$ cat config.mk
export PLATFORM = sky130hd
export DESIGN_NAME = pfh_port
export DESIGN_NICKNAME = d
export VERILOG_FILES = /design/src/hw/pfh_pkg.sv /design/src/hw/pfh_fifo.sv /design/src/hw/pfh_port.sv
export SDC_FILE = /design/constraint.sdc
export NUM_CORES = 1
export LEC_CHECK = 0
export BUFFER_PORTS_ARGS = -buffer_cell sky130_fd_sc_hd__buf_2
export CAP_MARGIN = 0
export CORE_UTILIZATION = 54
export CTS_CLUSTER_SIZE = 30
export DETAILED_ROUTE_END_ITERATION = 16
export GPL_TIMING_DRIVEN = 0
export PLACE_DENSITY = 0.71
export SYNTH_ARGS = -nofsm -noshare
export SYNTH_HDL_FRONTEND = slang
export SYNTH_HIERARCHICAL = 1
export SYNTH_SLANG_ARGS = --single-unit
$ cat constraint.sdc
create_clock -name core_clk -period 3.6 [get_ports core_clk]
set_input_delay 0.36 -clock core_clk [delete_from_list [all_inputs] [get_ports core_clk]]
set_output_delay 0.36 -clock core_clk [all_outputs]
set_load 0.005 [all_outputs]
$ cat src/hw/pfh_pkg.sv
// Package for the parallel FIFO host port: timing counts and carrier types.
// Assumes a single 200 MHz core clock; the strobes arrive synchronous to it.
package pfh_pkg;
    // =====================================================
    // Timing
    localparam int PFH_CLK_PERIOD_PS = 5000;
    localparam int PFH_FLAG_HOLD_NS = 80;
    // Least time, rounded up to whole cycles
    localparam int PFH_FLAG_HOLD_CYC = (PFH_FLAG_HOLD_NS * 1000 + PFH_CLK_PERIOD_PS - 1) / PFH_CLK_PERIOD_PS;
    localparam int PFH_DATA_W = 8;
    localparam int PFH_DEPTH = 16;
    // Reset values
    localparam logic PFH_FLAG_RST = 1'b1;

    // =====================================================
    // Carriers
    typedef struct packed {
        logic [PFH_DATA_W-1:0] data;
        logic valid;
    } pfh_byte_t;

    // Pin group of one channel's FIFO port
    typedef struct packed {
        logic recv_avail_n;
        logic recv_avail_n_oe;
        logic send_room_n;
        logic send_room_n_oe;
        logic [PFH_DATA_W-1:0] data_out;
        logic data_oe;
        logic pull_low;
    } pfh_pins_t;
endpackage : pfh_pkg

$ cat src/hw/pfh_fifo.sv
// Small synchronous byte FIFO used for both directions of one channel.
// Assumes one clock; reads and writes are single-cycle pulses.
`timescale 1ns/1ps
`default_nettype none
module pfh_fifo #(
    parameter int WIDTH = 8,
    parameter int DEPTH = 16
) (
    // Clock and reset
    input wire logic core_clk,
    input wire logic arst_n,
    // Fill side
    input wire logic wr_valid,
    input wire logic [WIDTH-1:0] wr_data,
    output logic wr_ready,
    // Drain side
    output logic rd_valid,
    output logic [WIDTH-1:0] rd_data,
    input wire logic rd_take,
    output logic [$clog2(DEPTH+1)-1:0] level
);
    import pfh_pkg::*;
    localparam int AW = $clog2(DEPTH);
    logic [WIDTH-1:0] mem_r [DEPTH];
    logic [AW-1:0] wptr_r;
    logic [AW-1:0] rptr_r;
    logic [$clog2(DEPTH+1)-1:0] cnt_r;
    logic do_wr;
    logic do_rd;

    // =====================================================
    // Handshake
    assign wr_ready = (cnt_r != DEPTH[$clog2(DEPTH+1)-1:0]);
    assign rd_valid = (cnt_r != '0);
    assign do_wr = wr_valid && wr_ready;
    assign do_rd = rd_take && rd_valid;
    assign rd_data = mem_r[rptr_r];
    assign level = cnt_r;

    // Storage; no reset needed on the data array
    always_ff @(posedge core_clk) begin
        if (do_wr) begin
            mem_r[wptr_r] <= wr_data;
        end
    end

    // Pointers and count
    always_ff @(posedge core_clk or negedge arst_n) begin
        if (!arst_n) begin
            wptr_r <= '0;
            rptr_r <= '0;
            cnt_r <= '0;
        end else begin
            if (do_wr) begin
                wptr_r <= (wptr_r == AW'(DEPTH-1)) ? '0 : wptr_r + 1'b1;
            end
            if (do_rd) begin
                rptr_r <= (rptr_r == AW'(DEPTH-1)) ? '0 : rptr_r + 1'b1;
            end
            if (do_wr && !do_rd) begin
                cnt_r <= cnt_r + 1'b1;
            end else if (do_rd && !do_wr) begin
                cnt_r <= cnt_r - 1'b1;
            end
        end
    end
endmodule : pfh_fifo
`default_nettype wire

$ cat src/hw/pfh_port.sv
// One channel of the byte-wide asynchronous FIFO host port.
// Assumes strobes arrive synchronous to core_clk; the USB side is a plain
// valid/ready byte stream plus suspend, wake and flush signals.
`timescale 1ns/1ps
`default_nettype none
module pfh_port #(
    parameter int DEPTH = pfh_pkg::PFH_DEPTH,
    parameter int HOLD_CYC = pfh_pkg::PFH_FLAG_HOLD_CYC
) (
    // Clock and reset
    input wire logic core_clk,
    input wire logic arst_n,
    // Host strobes and data bus
    input wire logic fetch_n,
    input wire logic store_n,
    input wire logic flush_or_wake_n,
    input wire logic [pfh_pkg::PFH_DATA_W-1:0] data_in,
    output pfh_pkg::pfh_pins_t pins,
    // USB side receive stream
    input wire logic usb_rx_valid,
    input wire logic [pfh_pkg::PFH_DATA_W-1:0] usb_rx_data,
    output logic usb_rx_ready,
    // USB side transmit stream
    output pfh_pkg::pfh_byte_t usb_tx,
    input wire logic usb_tx_ready,
    // Bus state and configuration
    input wire logic bus_suspended,
    input wire logic wake_enable,
    input wire logic suspend_pull_low,
    output logic resume_req,
    output logic flush_req
);
    import pfh_pkg::*;
    localparam int CW = $clog2(HOLD_CYC + 1);
    localparam int LW = $clog2(DEPTH + 1);

    logic fetch_q_r;
    logic store_q_r;
    logic flush_q_r;
    logic fetch_rise;
    logic store_fall;
    logic store_rise;
    logic flush_fall;
    logic [CW-1:0] rx_hold_r;
    logic [CW-1:0] tx_hold_r;
    logic [CW-1:0] rx_since_r;
    logic [CW-1:0] tx_since_r;
    logic recv_flag_r;
    logic send_flag_r;
    logic out_en_r;
    logic rx_valid;
    logic [PFH_DATA_W-1:0] rx_data;
    logic tx_ready;
    logic [PFH_DATA_W-1:0] rx_byte_r;
    logic resume_r;
    logic flush_r;
    logic [LW-1:0] rx_level;
    logic [LW-1:0] tx_level;
    logic tx_valid;
    logic [PFH_DATA_W-1:0] tx_data;

    // =====================================================
    // Strobe edge detection
    always_ff @(posedge core_clk or negedge arst_n) begin
        if (!arst_n) begin
            fetch_q_r <= 1'b1;
            store_q_r <= 1'b1;
            flush_q_r <= 1'b1;
        end else begin
            fetch_q_r <= fetch_n;
            store_q_r <= store_n;
            flush_q_r <= flush_or_wake_n;
        end
    end
    assign fetch_rise = fetch_n && !fetch_q_r;
    assign store_fall = !store_n && store_q_r;
    assign store_rise = store_n && !store_q_r;
    // Idle high input never fires; an unused pin must be tied high
    assign flush_fall = !flush_or_wake_n && flush_q_r;

    // =====================================================
    // Buffers, one per direction and private to this channel
    pfh_fifo #(.WIDTH(PFH_DATA_W), .DEPTH(DEPTH)) u_rx_fifo (
        .core_clk(core_clk),
        .arst_n(arst_n),
        .wr_valid(usb_rx_valid),
        .wr_data(usb_rx_data),
        .wr_ready(usb_rx_ready),
        .rd_valid(rx_valid),
        .rd_data(rx_data),
        .rd_take(fetch_rise),
        .level(rx_level)
    );

    // Capture on the falling edge; host only stores while room shown
    pfh_fifo #(.WIDTH(PFH_DATA_W), .DEPTH(DEPTH)) u_tx_fifo (
        .core_clk(core_clk),
        .arst_n(arst_n),
        .wr_valid(store_fall),
        .wr_data(data_in),
        .wr_ready(tx_ready),
        .rd_valid(tx_valid),
        .rd_data(tx_data),
        .rd_take(usb_tx_ready),
        .level(tx_level)
    );
    assign usb_tx.valid = tx_valid;
    assign usb_tx.data = tx_data;

    // =====================================================
    // Hold-off counted from the strobe's return high, so a long strobe still gets it all
    always_ff @(posedge core_clk or negedge arst_n) begin
        if (!arst_n) begin
            rx_hold_r <= '0;
        end else if (fetch_rise) begin
            rx_hold_r <= CW'(HOLD_CYC);
        end else if (rx_hold_r != '0) begin
            rx_hold_r <= rx_hold_r - 1'b1;
        end
    end

    always_ff @(posedge core_clk or negedge arst_n) begin
        if (!arst_n) begin
            tx_hold_r <= '0;
        end else if (store_rise) begin
            tx_hold_r <= CW'(HOLD_CYC);
        end else if (tx_hold_r != '0) begin
            tx_hold_r <= tx_hold_r - 1'b1;
        end
    end

    // Flags high during a strobe, its hold-off and the first driven cycle,
    // so the host never sees a low flag the moment the drivers turn on
    always_ff @(posedge core_clk or negedge arst_n) begin
        if (!arst_n) begin
            recv_flag_r <= PFH_FLAG_RST;
            send_flag_r <= PFH_FLAG_RST;
        end else begin
            recv_flag_r <= !(out_en_r && rx_valid && !fetch_rise && rx_hold_r == '0 && fetch_n);
            send_flag_r <= !(out_en_r && tx_ready && !store_rise && tx_hold_r == '0 && store_n);
        end
    end
    assign pins.recv_avail_n = recv_flag_r;
    assign pins.send_room_n = send_flag_r;

    // Flag drivers stay off while reset holds, pull-up keeps them high
    always_ff @(posedge core_clk or negedge arst_n) begin
        if (!arst_n) begin
            out_en_r <= 1'b0;
        end else begin
            out_en_r <= 1'b1;
        end
    end
    assign pins.recv_avail_n_oe = out_en_r;
    assign pins.send_room_n_oe = out_en_r;

    // =====================================================
    // Read data: registered head byte, bus driven while fetch low
    always_ff @(posedge core_clk or negedge arst_n) begin
        if (!arst_n) begin
            rx_byte_r <= '0;
        end else begin
            rx_byte_r <= rx_data;
        end
    end
    assign pins.data_out = rx_byte_r; // bit 0 is least significant
    assign pins.data_oe = out_en_r && !fetch_n;
    // Pull-down option only takes effect in suspend
    assign pins.pull_low = suspend_pull_low && bus_suspended;

    // =====================================================
    // Send-immediate and wake requests, one-cycle pulses
    always_ff @(posedge core_clk or negedge arst_n) begin
        if (!arst_n) begin
            resume_r <= 1'b0;
            flush_r <= 1'b0;
        end else begin
            resume_r <= flush_fall && bus_suspended && wake_enable;
            flush_r <= flush_fall && !bus_suspended;
        end
    end
    assign resume_req = resume_r;
    assign flush_req = flush_r;

    // =====================================================
    // Checks
    // Cycles since each strobe cycle ended, saturating; read only by the hold checks
    always_ff @(posedge core_clk or negedge arst_n) begin
        if (!arst_n) begin
            rx_since_r <= CW'(HOLD_CYC);
            tx_since_r <= CW'(HOLD_CYC);
        end else begin
            if (fetch_rise) begin
                rx_since_r <= '0;
            end else if (rx_since_r != CW'(HOLD_CYC)) begin
                rx_since_r <= rx_since_r + 1'b1;
            end
            if (store_rise) begin
                tx_since_r <= '0;
            end else if (tx_since_r != CW'(HOLD_CYC)) begin
                tx_since_r <= tx_since_r + 1'b1;
            end
        end
    end

    property p_rx_hold;
        @(posedge core_clk) disable iff (!arst_n)
        !pins.recv_avail_n |-> rx_since_r >= CW'(HOLD_CYC);
    endproperty
    a_rx_hold: assert property (p_rx_hold) else $error("receive flag fell too soon");

    property p_tx_hold;
        @(posedge core_clk) disable iff (!arst_n)
        !pins.send_room_n |-> tx_since_r >= CW'(HOLD_CYC);
    endproperty
    a_tx_hold: assert property (p_tx_hold) else $error("send flag fell too soon");

    property p_rx_flag;
        @(posedge core_clk) disable iff (!arst_n)
        !pins.recv_avail_n |-> $past(rx_valid);
    endproperty
    a_rx_flag: assert property (p_rx_flag) else $error("receive flag low with empty buffer");

    property p_tx_flag;
        @(posedge core_clk) disable iff (!arst_n)
        (tx_level == LW'(DEPTH)) |=> pins.send_room_n;
    endproperty
    a_tx_flag: assert property (p_tx_flag) else $error("send flag low with full buffer");

    property p_drive;
        @(posedge core_clk) disable iff (!arst_n)
        pins.data_oe == !fetch_n;
    endproperty
    a_drive: assert property (p_drive) else $error("bus drive does not follow fetch");

    property p_advance;
        @(posedge core_clk) disable iff (!arst_n)
        (fetch_rise && rx_valid && !usb_rx_valid) |=> rx_level == $past(rx_level) - 1'b1;
    endproperty
    a_advance: assert property (p_advance) else $error("receive buffer did not advance");

    property p_capture;
        @(posedge core_clk) disable iff (!arst_n)
        (store_fall && tx_ready && !usb_tx_ready) |=> tx_level == $past(tx_level) + 1'b1;
    endproperty
    a_capture: assert property (p_capture) else $error("store byte not captured");

    property p_wake;
        @(posedge core_clk) disable iff (!arst_n)
        (flush_fall && bus_suspended && wake_enable) |=> resume_req && !flush_req;
    endproperty
    a_wake: assert property (p_wake) else $error("resume not requested");

    property p_flush;
        @(posedge core_clk) disable iff (!arst_n)
        (flush_fall && !bus_suspended) |=> flush_req && !resume_req;
    endproperty
    a_flush: assert property (p_flush) else $error("flush not requested");

    property p_flags_on;
        @(posedge core_clk) disable iff (!arst_n)
        $rose(out_en_r) |-> pins.recv_avail_n && pins.send_room_n;
    endproperty
    a_flags_on: assert property (p_flags_on) else $error("flags not high on release");
endmodule : pfh_port
`default_nettype wire

==> results of run 1 <==
-- repair_timing --
item / in CTS / in global routing
endpoints found under the hold margin: 4 / 0
hold buffers: 4 / 0
endpoints found under the setup margin: 0 / 0
setup buffers: 0 / 0
-- power groups by stage --
stage / combinational [mW] / clock (mW) / sequential [mW]
after floorplan: 2.49 / 0 / 4.62
after global placement: 3.35 / 0 / 4.65
after detailed placement: 3.48 / 0 / 4.70
after CTS: 3.50 / 3.12 / 4.62
after global routing: 3.80 / 3.26 / 4.67
final: 3.50 / 3.06 / 4.63
-- through the flow --
stage               area, um2  setup WS [ns]  utilization [%]  total power [mW]
detailed placement      13200          0.825             58.1              8.18
global route            14200          0.536             62.6              11.7
finish                  14200          0.736             62.6              11.2
floorplan               12600           1.06                -              7.10
CTS                     14200          0.733             62.6              11.2
global placement        13200          0.859             58.1              8.00
-- worst register-to-register path, stage by stage (launching register included) --
cell and delay (ns):
dfrtp_1 0.45, or4_4 0.59, o21ai_4 0.21, ha_1 0.20
inv_1 0.11, fa_1 0.42, a21o_1 0.17, a21oi_1 0.19
mux2i_1 0.23, xnor2_1 0.13
-- metal layers --
| metal | wire length (um) | track usage (%) | up-vias |
|---|---|---|---|
| met5 | 0 | 0 | - |
| met4 | 401 | 4.90 | 0 |
| met3 | 2070 | 3.95 | 32 |
| met2 | 12200 | 35.1 | 280 |
| met1 | 10600 | 31.6 | 3414 |
| li1 | - | - | 2947 |
-- placed cells by master (no fill, tap or decap), drive strengths merged, types with 5 or more instances in the layout --
cell type  instances
xnor2             12
edfxtp           256
dfrtp             47
nand2             28
nor2              33
inv               14
a32oi             16
mux4              48
a22oi             16
clkinv             6
a21oi              8
o21ai             28
nor2b              5
nor3              11
nand3              6
dfstp              5
a21o               8
ha                20
buf               81
clkbuf            54
mux2i             50
nand2b             7
-- state kept, by name (all words and copies together) (netlist names), 5 cells and up --
| name | flops |
|---|---|
| rx_byte_r | 8 |
| u_tx_fifo/level | 5 |
| u_rx_fifo/mem_r | 128 |
| rx_hold_r | 5 |
| u_tx_fifo/mem_r | 128 |
| tx_hold_r | 5 |
| u_rx_fifo/level | 5 |
-- path summary, 6_finish.rpt --
check	start	end	slack (ns)	cells past startpoint
worst max-delay path	u_tx_fifo/rptr_r[1]$_DFFE_PN0P_	usb_tx[6]	0.74	6
worst min-delay path	arst_n	u_rx_fifo/wptr_r[0]$_DFFE_PN0P_	0.05	1
worst max register to register	u_tx_fifo/level[1]$_DFFE_PN0P_	u_tx_fifo/level[4]$_DFFE_PN0P_	0.82	9
worst min register to register	tx_hold_r[1]$_DFFE_PN0P_	tx_hold_r[1]$_DFFE_PN0P_	0.50	1
max in group asynchronous	arst_n	u_tx_fifo/rptr_r[3]$_DFFE_PN0P_	2.78	1
min in group core_clk	wake_enable	resume_req$_DFF_PN0_	0.10	2
-- layout make-up --
cell class | instances | area share [%]
multi-input combinational | 344 | 23.2
clock buffer | 46 | 6.14
clock inverter | 10 | 0.749
sequential | 308 | 63.3
timing repair buffer | 55 | 2.08
buffer | 38 | 1.62
tap | 285 | 2.51
inverter | 13 | 0.343
-- logic make-up after synthesis --
logic type | Yosys count
AO/OA/AOI/OAI | 90
XOR/XNOR | 14
adder cells (fa/ha/maj) | 22
buffers and inverters | 51
flip-flops | 308
multiplexers | 102
other | 1
AND/OR/NAND/NOR | 115
==> impl_metrics.json, run 1 <==
{
  "outcome": "finished clean",
  "die_area_mm2": 0.0239,
  "root_buffer": "clkbuf_16",
  "portBuffers": 51,
  "drt_iter0_drc": 608,
  "post-route-period-util_pct": 79.6,
  "diodes": 0,
  "cts_buffers": 30,
  "syn_area_mm2": 0.0126,
  "stdcell_count": 1099,
  "internal-power_mw": 7.69,
  "power_frac_comb_pct": 31.3,
  "path_common_cell": "buf_2",
  "synthAdderAreaFrac_pct": 2.31,
  "critPathLaunchType": "register",
  "post_drt_wl_per_cell_um": 22.9,
  "die_y_um": 155,
  "clock_latency_ns": 0.55,
  "post-route-min-period_ns": 2.86,
  "start_util_pct": 55.4,
  "num_rows": 55,
  "synth_xor_area_share_pct": 0.975,
  "grt_max_degree": 53,
  "drc": 0,
  "vias_per_cell": 6.07,
  "final_nets": 838,
  "chipWidth_um": 155,
  "drive_above_1_share_pct": 23.0,
  "tns_ns": 0,
  "synthTopCellsByArea": "edfxtp_1 (61%), dfrtp_1 (9.4%), mux4_2 (8.6%), mux2i_1 (4.0%), ha_1 (2.0%)",
  "postSynthAreaPerCell_um2": 17.9,
  "yosysSeqAreaShare_pct": 71.5,
  "synth.largest_area_cell": "edfxtp_1",
  "path_buf_inv": 3,
  "crit_slowest_cell": "clkbuf_1",
  "first_pass_iters": 5,
  "gp_congestion": 0.886,
  "pwr-share-clk_pct": 27.3,
  "synth_top_family_by_area": "multiplexers",
  "synth_seq_cells": 308,
  "syn-instance-count": 703,
  "synth_mux_area_share_pct": 12.9,
  "grt_use_total_pct": 21.9,
  "crit_type": "reg -> out",
  "synth.most_common_cell": "edfxtp_1",
  "grt_pass1_wl_mm": 39.1,
  "peakVddDrop_mv": 0.422,
  "p_per_area_mw_per_mm2": 788,
  "swShare_pct": 31.3,
  "num_io_pins": 52,
  "worstPathArrival_ns": 2.50,
  "maxClockFrequency_mhz": 349,
  "wl_mm": 25.2,
  "htreeDepth": 1,
  "core-area_mm2": 0.0227,
  "end_kind": "output port",
  "maxSlewHeadroom_pct": 12.9,
  "syn_nets": 751,
  "final_hold_viol_count": 0,
  "maxSlewViolCount": 0,
  "hold_ws_ns": 0.0545,
  "clkSinkCount": 308,
  "critical_path.cell_chain": "buf_2 -> clkbuf_1 -> mux4_2 -> a32oi_1 -> o21ai_1 -> buf_2",
  "skew_ns": 0.0112,
  "synth_warnings": 6,
  "antenna_found_initial": 0,
  "netlist.area_leader.share_pct": 61.1,
  "clk_path_buf_depth": 3,
  "multi_input_area_mm2": 0.00330,
  "max_cap_viol_count": 0,
  "ant_nets": 0,
  "switchingPower_mw": 3.50,
  "synth_ff_type": "edfxtp_1",
  "clkTransAtPathRegs_ns": 0.06,
  "max_slew.worst_pin.slew_ns": 1.30,
  "num_vias": 6673,
  "n_fill_cell": 1575,
  "hold_class": "in -> async",
  "final-setup-viol-count": 0,
  "required_ns": 3.24,
  "slowest_delay_ns": 0.49,
  "gr-total-overflow": 0,
  "synth_simple_gate_area_share_pct": 4.90,
  "regArea_mm2": 0.00899,
  "dp_cells": 1039,
  "ys_types": 55,
  "leakage_nw": 4.98,
  "synth-edff-count": 256,
  "synth_compound_area_share_pct": 5.10,
  "cts_tree": "yes",
  "cts_resized": 0,
  "rsz0062_at_grt": "false",
  "cp_max_fo": 10,
  "synthTopCellsByCount": "edfxtp_1 (256), mux2i_1 (50), mux4_2 (48)",
  "area_delta_synth_final_pct": 13.0,
  "dpl.hpwl_mm": 16.8,
  "crit_family": "buffers and inverters",
  "async_flop_share_pct": 16.9,
  "grt_pass1_vias": 6775,
  "sequentialPowerShare_pct": 41.3
}
Note: power is estimated with default switching activity, not from simulation.
==> inputs of run 2 (changes only) <==
clock period = 2.9 ns   (was 3.6 ns; I/O delays follow)
==> run 2 against run 1 <==
The run now ends with negative hold slack left. Register-to-register slack lost 0.67 ns. Global-route usage is essentially flat. Via count up 0.51%. Critical endpoint is now usb_tx[1].
==> impl_metrics.json, run 2 (synthesis gave the netlist of run 1 again) <==
{
  "outcome": "finished with violations",
  "violations": "negative hold slack",
  "skew_ns": 0.0120,
  "drc": 0,
  "first_pass_iters": 7,
  "final_nets": 841,
  "grt_pass1_vias": 6789,
  "placed_cell_area_mm2": 0.0132,
  "core-area_mm2": 0.0227,
  "finalWorstSetupSlack_ns": 0.121,
  "cp_max_fo": 10,
  "drive_above_1_share_pct": 23.9,
  "area_delta_synth_final_pct": 13.4,
  "hold_ws_ns": -0.0125,
  "max_cap_viol_count": 0,
  "p_per_area_mw_per_mm2": 979,
  "clkTransAtPathRegs_ns": 0.06,
  "chipWidth_um": 155,
  "antenna_found_initial": 0,
  "critPathLaunchType": "register",
  "grt_max_degree": 53,
  "post_drt_wl_per_cell_um": 22.9,
  "layout_commonest_cell": "edfxtp_1",
  "wl_mm": 25.3,
  "reg_top3": "u_rx_fifo/mem_r (128), u_tx_fifo/mem_r (128), rx_byte_r (8)",
  "ff2ff_setup_slack_ns": 0.15,
  "portBuffers": 51,
  "peakVddDrop_mv": 0.525,
  "design_area_mm2": 0.0143,
  "wl_met3_mm": 2.26,
  "root_buffer": "clkbuf_16",
  "num_vias": 6707,
  "n_fill_cell": 1569,
  "regArea_mm2": 0.00900,
  "maxClockFrequency_mhz": 360,
  "highest_layer": "met4",
  "post-place-ws_ns": 0.125,
  "max_slew.worst_pin.slew_ns": 1.22,
  "end_kind": "output port",
  "drt_iter0_drc": 538,
  "num_io_pins": 52,
  "clock_latency_ns": 0.55,
  "htreeDepth": 1,
  "wl_met2_mm": 12.2,
  "met1_length_mm": 10.4,
  "die_area_mm2": 0.0239,
  "clkSinkCount": 308,
  "grt_pass1_wl_mm": 39.0,
  "multi_input_area_mm2": 0.00333,
  "diodes": 0,
  "maxSlewViolCount": 0,
  "maxSlewHeadroom_pct": 18.0,
  "final_hold_viol_count": 7,
  "required_ns": 2.61,
  "vias_per_cell": 6.09,
  "gp_congestion": 0.886,
  "die_y_um": 155,
  "clk_path_buf_depth": 3,
  "cts_tree": "yes",
  "num_rows": 55,
  "post-route-min-period_ns": 2.78,
  "grt_use_total_pct": 21.9,
  "post-route-period-util_pct": 95.8,
  "hold_class": "in -> async",
  "power.total_mw": 14.0,
  "fin_util_pct": 62.8,
  "start_util_pct": 55.4,
  "cts_buffers": 30,
  "crit_type": "reg -> out",
  "gr-total-overflow": 0,
  "leakage_nw": 5.00,
  "final-setup-viol-count": 0,
  "layout_common_cells": "edfxtp_1 (256), buf_2 (62), mux2i_1 (50), mux4_2 (48), dfrtp_1 (45)",
  "ant_nets": 0,
  "worstPathArrival_ns": 2.49,
  "dpl.hpwl_mm": 16.8
}
## run 2: changes by cell type in the layout (fill, tap and decap cells not counted)
cell	previous run	this run
buf_4	8	11
a21boi_0	2	1
clkbuf_4	0	1
a21oi_2	1	2
a21boi_1	0	1
nor3_2	0	2
a21oi_1	7	6
nor4_4	0	2
dfrtp_1	47	45
buf_2	63	62
nor3_1	11	9
nor4_2	2	0
dfrtp_2	0	2
## run 2: power by group
| group | internal (mW) | switching [mW] | total [mW] |
|---|---|---|---|
| clock | 2.24 | 1.55 | 3.79 |
| combinational | 1.95 | 2.45 | 4.40 |
| sequential | 5.39 | 0.381 | 5.77 |
| total | 9.58 | 4.38 | 14.0 |
## run 2: per-layer routing
layer / vias up / track usage [%]
li1: 2962 / -
met1: 3419 / 31.5
met2: 294 / 35.0
met3: 32 / 4.09
met4: 0 / 5.09
met5: - / 0
## run 2: final timing paths
check,depth (start not counted),from,to
max,6,u_tx_fifo/rptr_r[1]$_DFFE_PN0P_,usb_tx[1]
min,1,arst_n,u_rx_fifo/wptr_r[0]$_DFFE_PN0P_
max reg2reg,9,u_tx_fifo/level[1]$_DFFE_PN0P_,u_tx_fifo/level[4]$_DFFE_PN0P_
min reg2reg,1,tx_hold_r[1]$_DFFE_PN0P_,tx_hold_r[1]$_DFFE_PN0P_
max in group asynchronous,1,arst_n,u_tx_fifo/level[0]$_DFFE_PN0P_
min in group core_clk,2,wake_enable,resume_req$_DFF_PN0_
## run 2: per-stage QoR
step	TNS, ns	cells
finish	0	1102
global route	-0.0125	1102
CTS	0	1099
detailed placement	0	1039
global placement	0	1039
floorplan	0	703
## run 2: critical path: stages, from the launching register on
cell and delay (ns):
dfrtp_1 0.34, buf_2 0.22, clkbuf_1 0.48, mux4_2 0.42, a32oi_1 0.23, o21ai_1 0.10, buf_2 0.14
## run 2: area by class of cell
class	instances	area share, %
Buffer	38	1.63
Sequential cell	308	63.1
Timing Repair Buffer	58	2.23
Inverter	13	0.342
Clock buffer	46	6.11
Clock inverter	10	0.746
Multi-Input combinational cell	344	23.4
Tap cell	285	2.50
## run 2: repair_timing
| action | 4_1_cts | 5_1_grt |
|---|---|---|
| setup endpoints to repair | 0 | 21 |
| setup buffers | 0 | 3 |
| endpoints found under the hold margin | 5 | 0 |
| hold buffers | 4 | 0 |
| resized for setup | 0 | 9 |
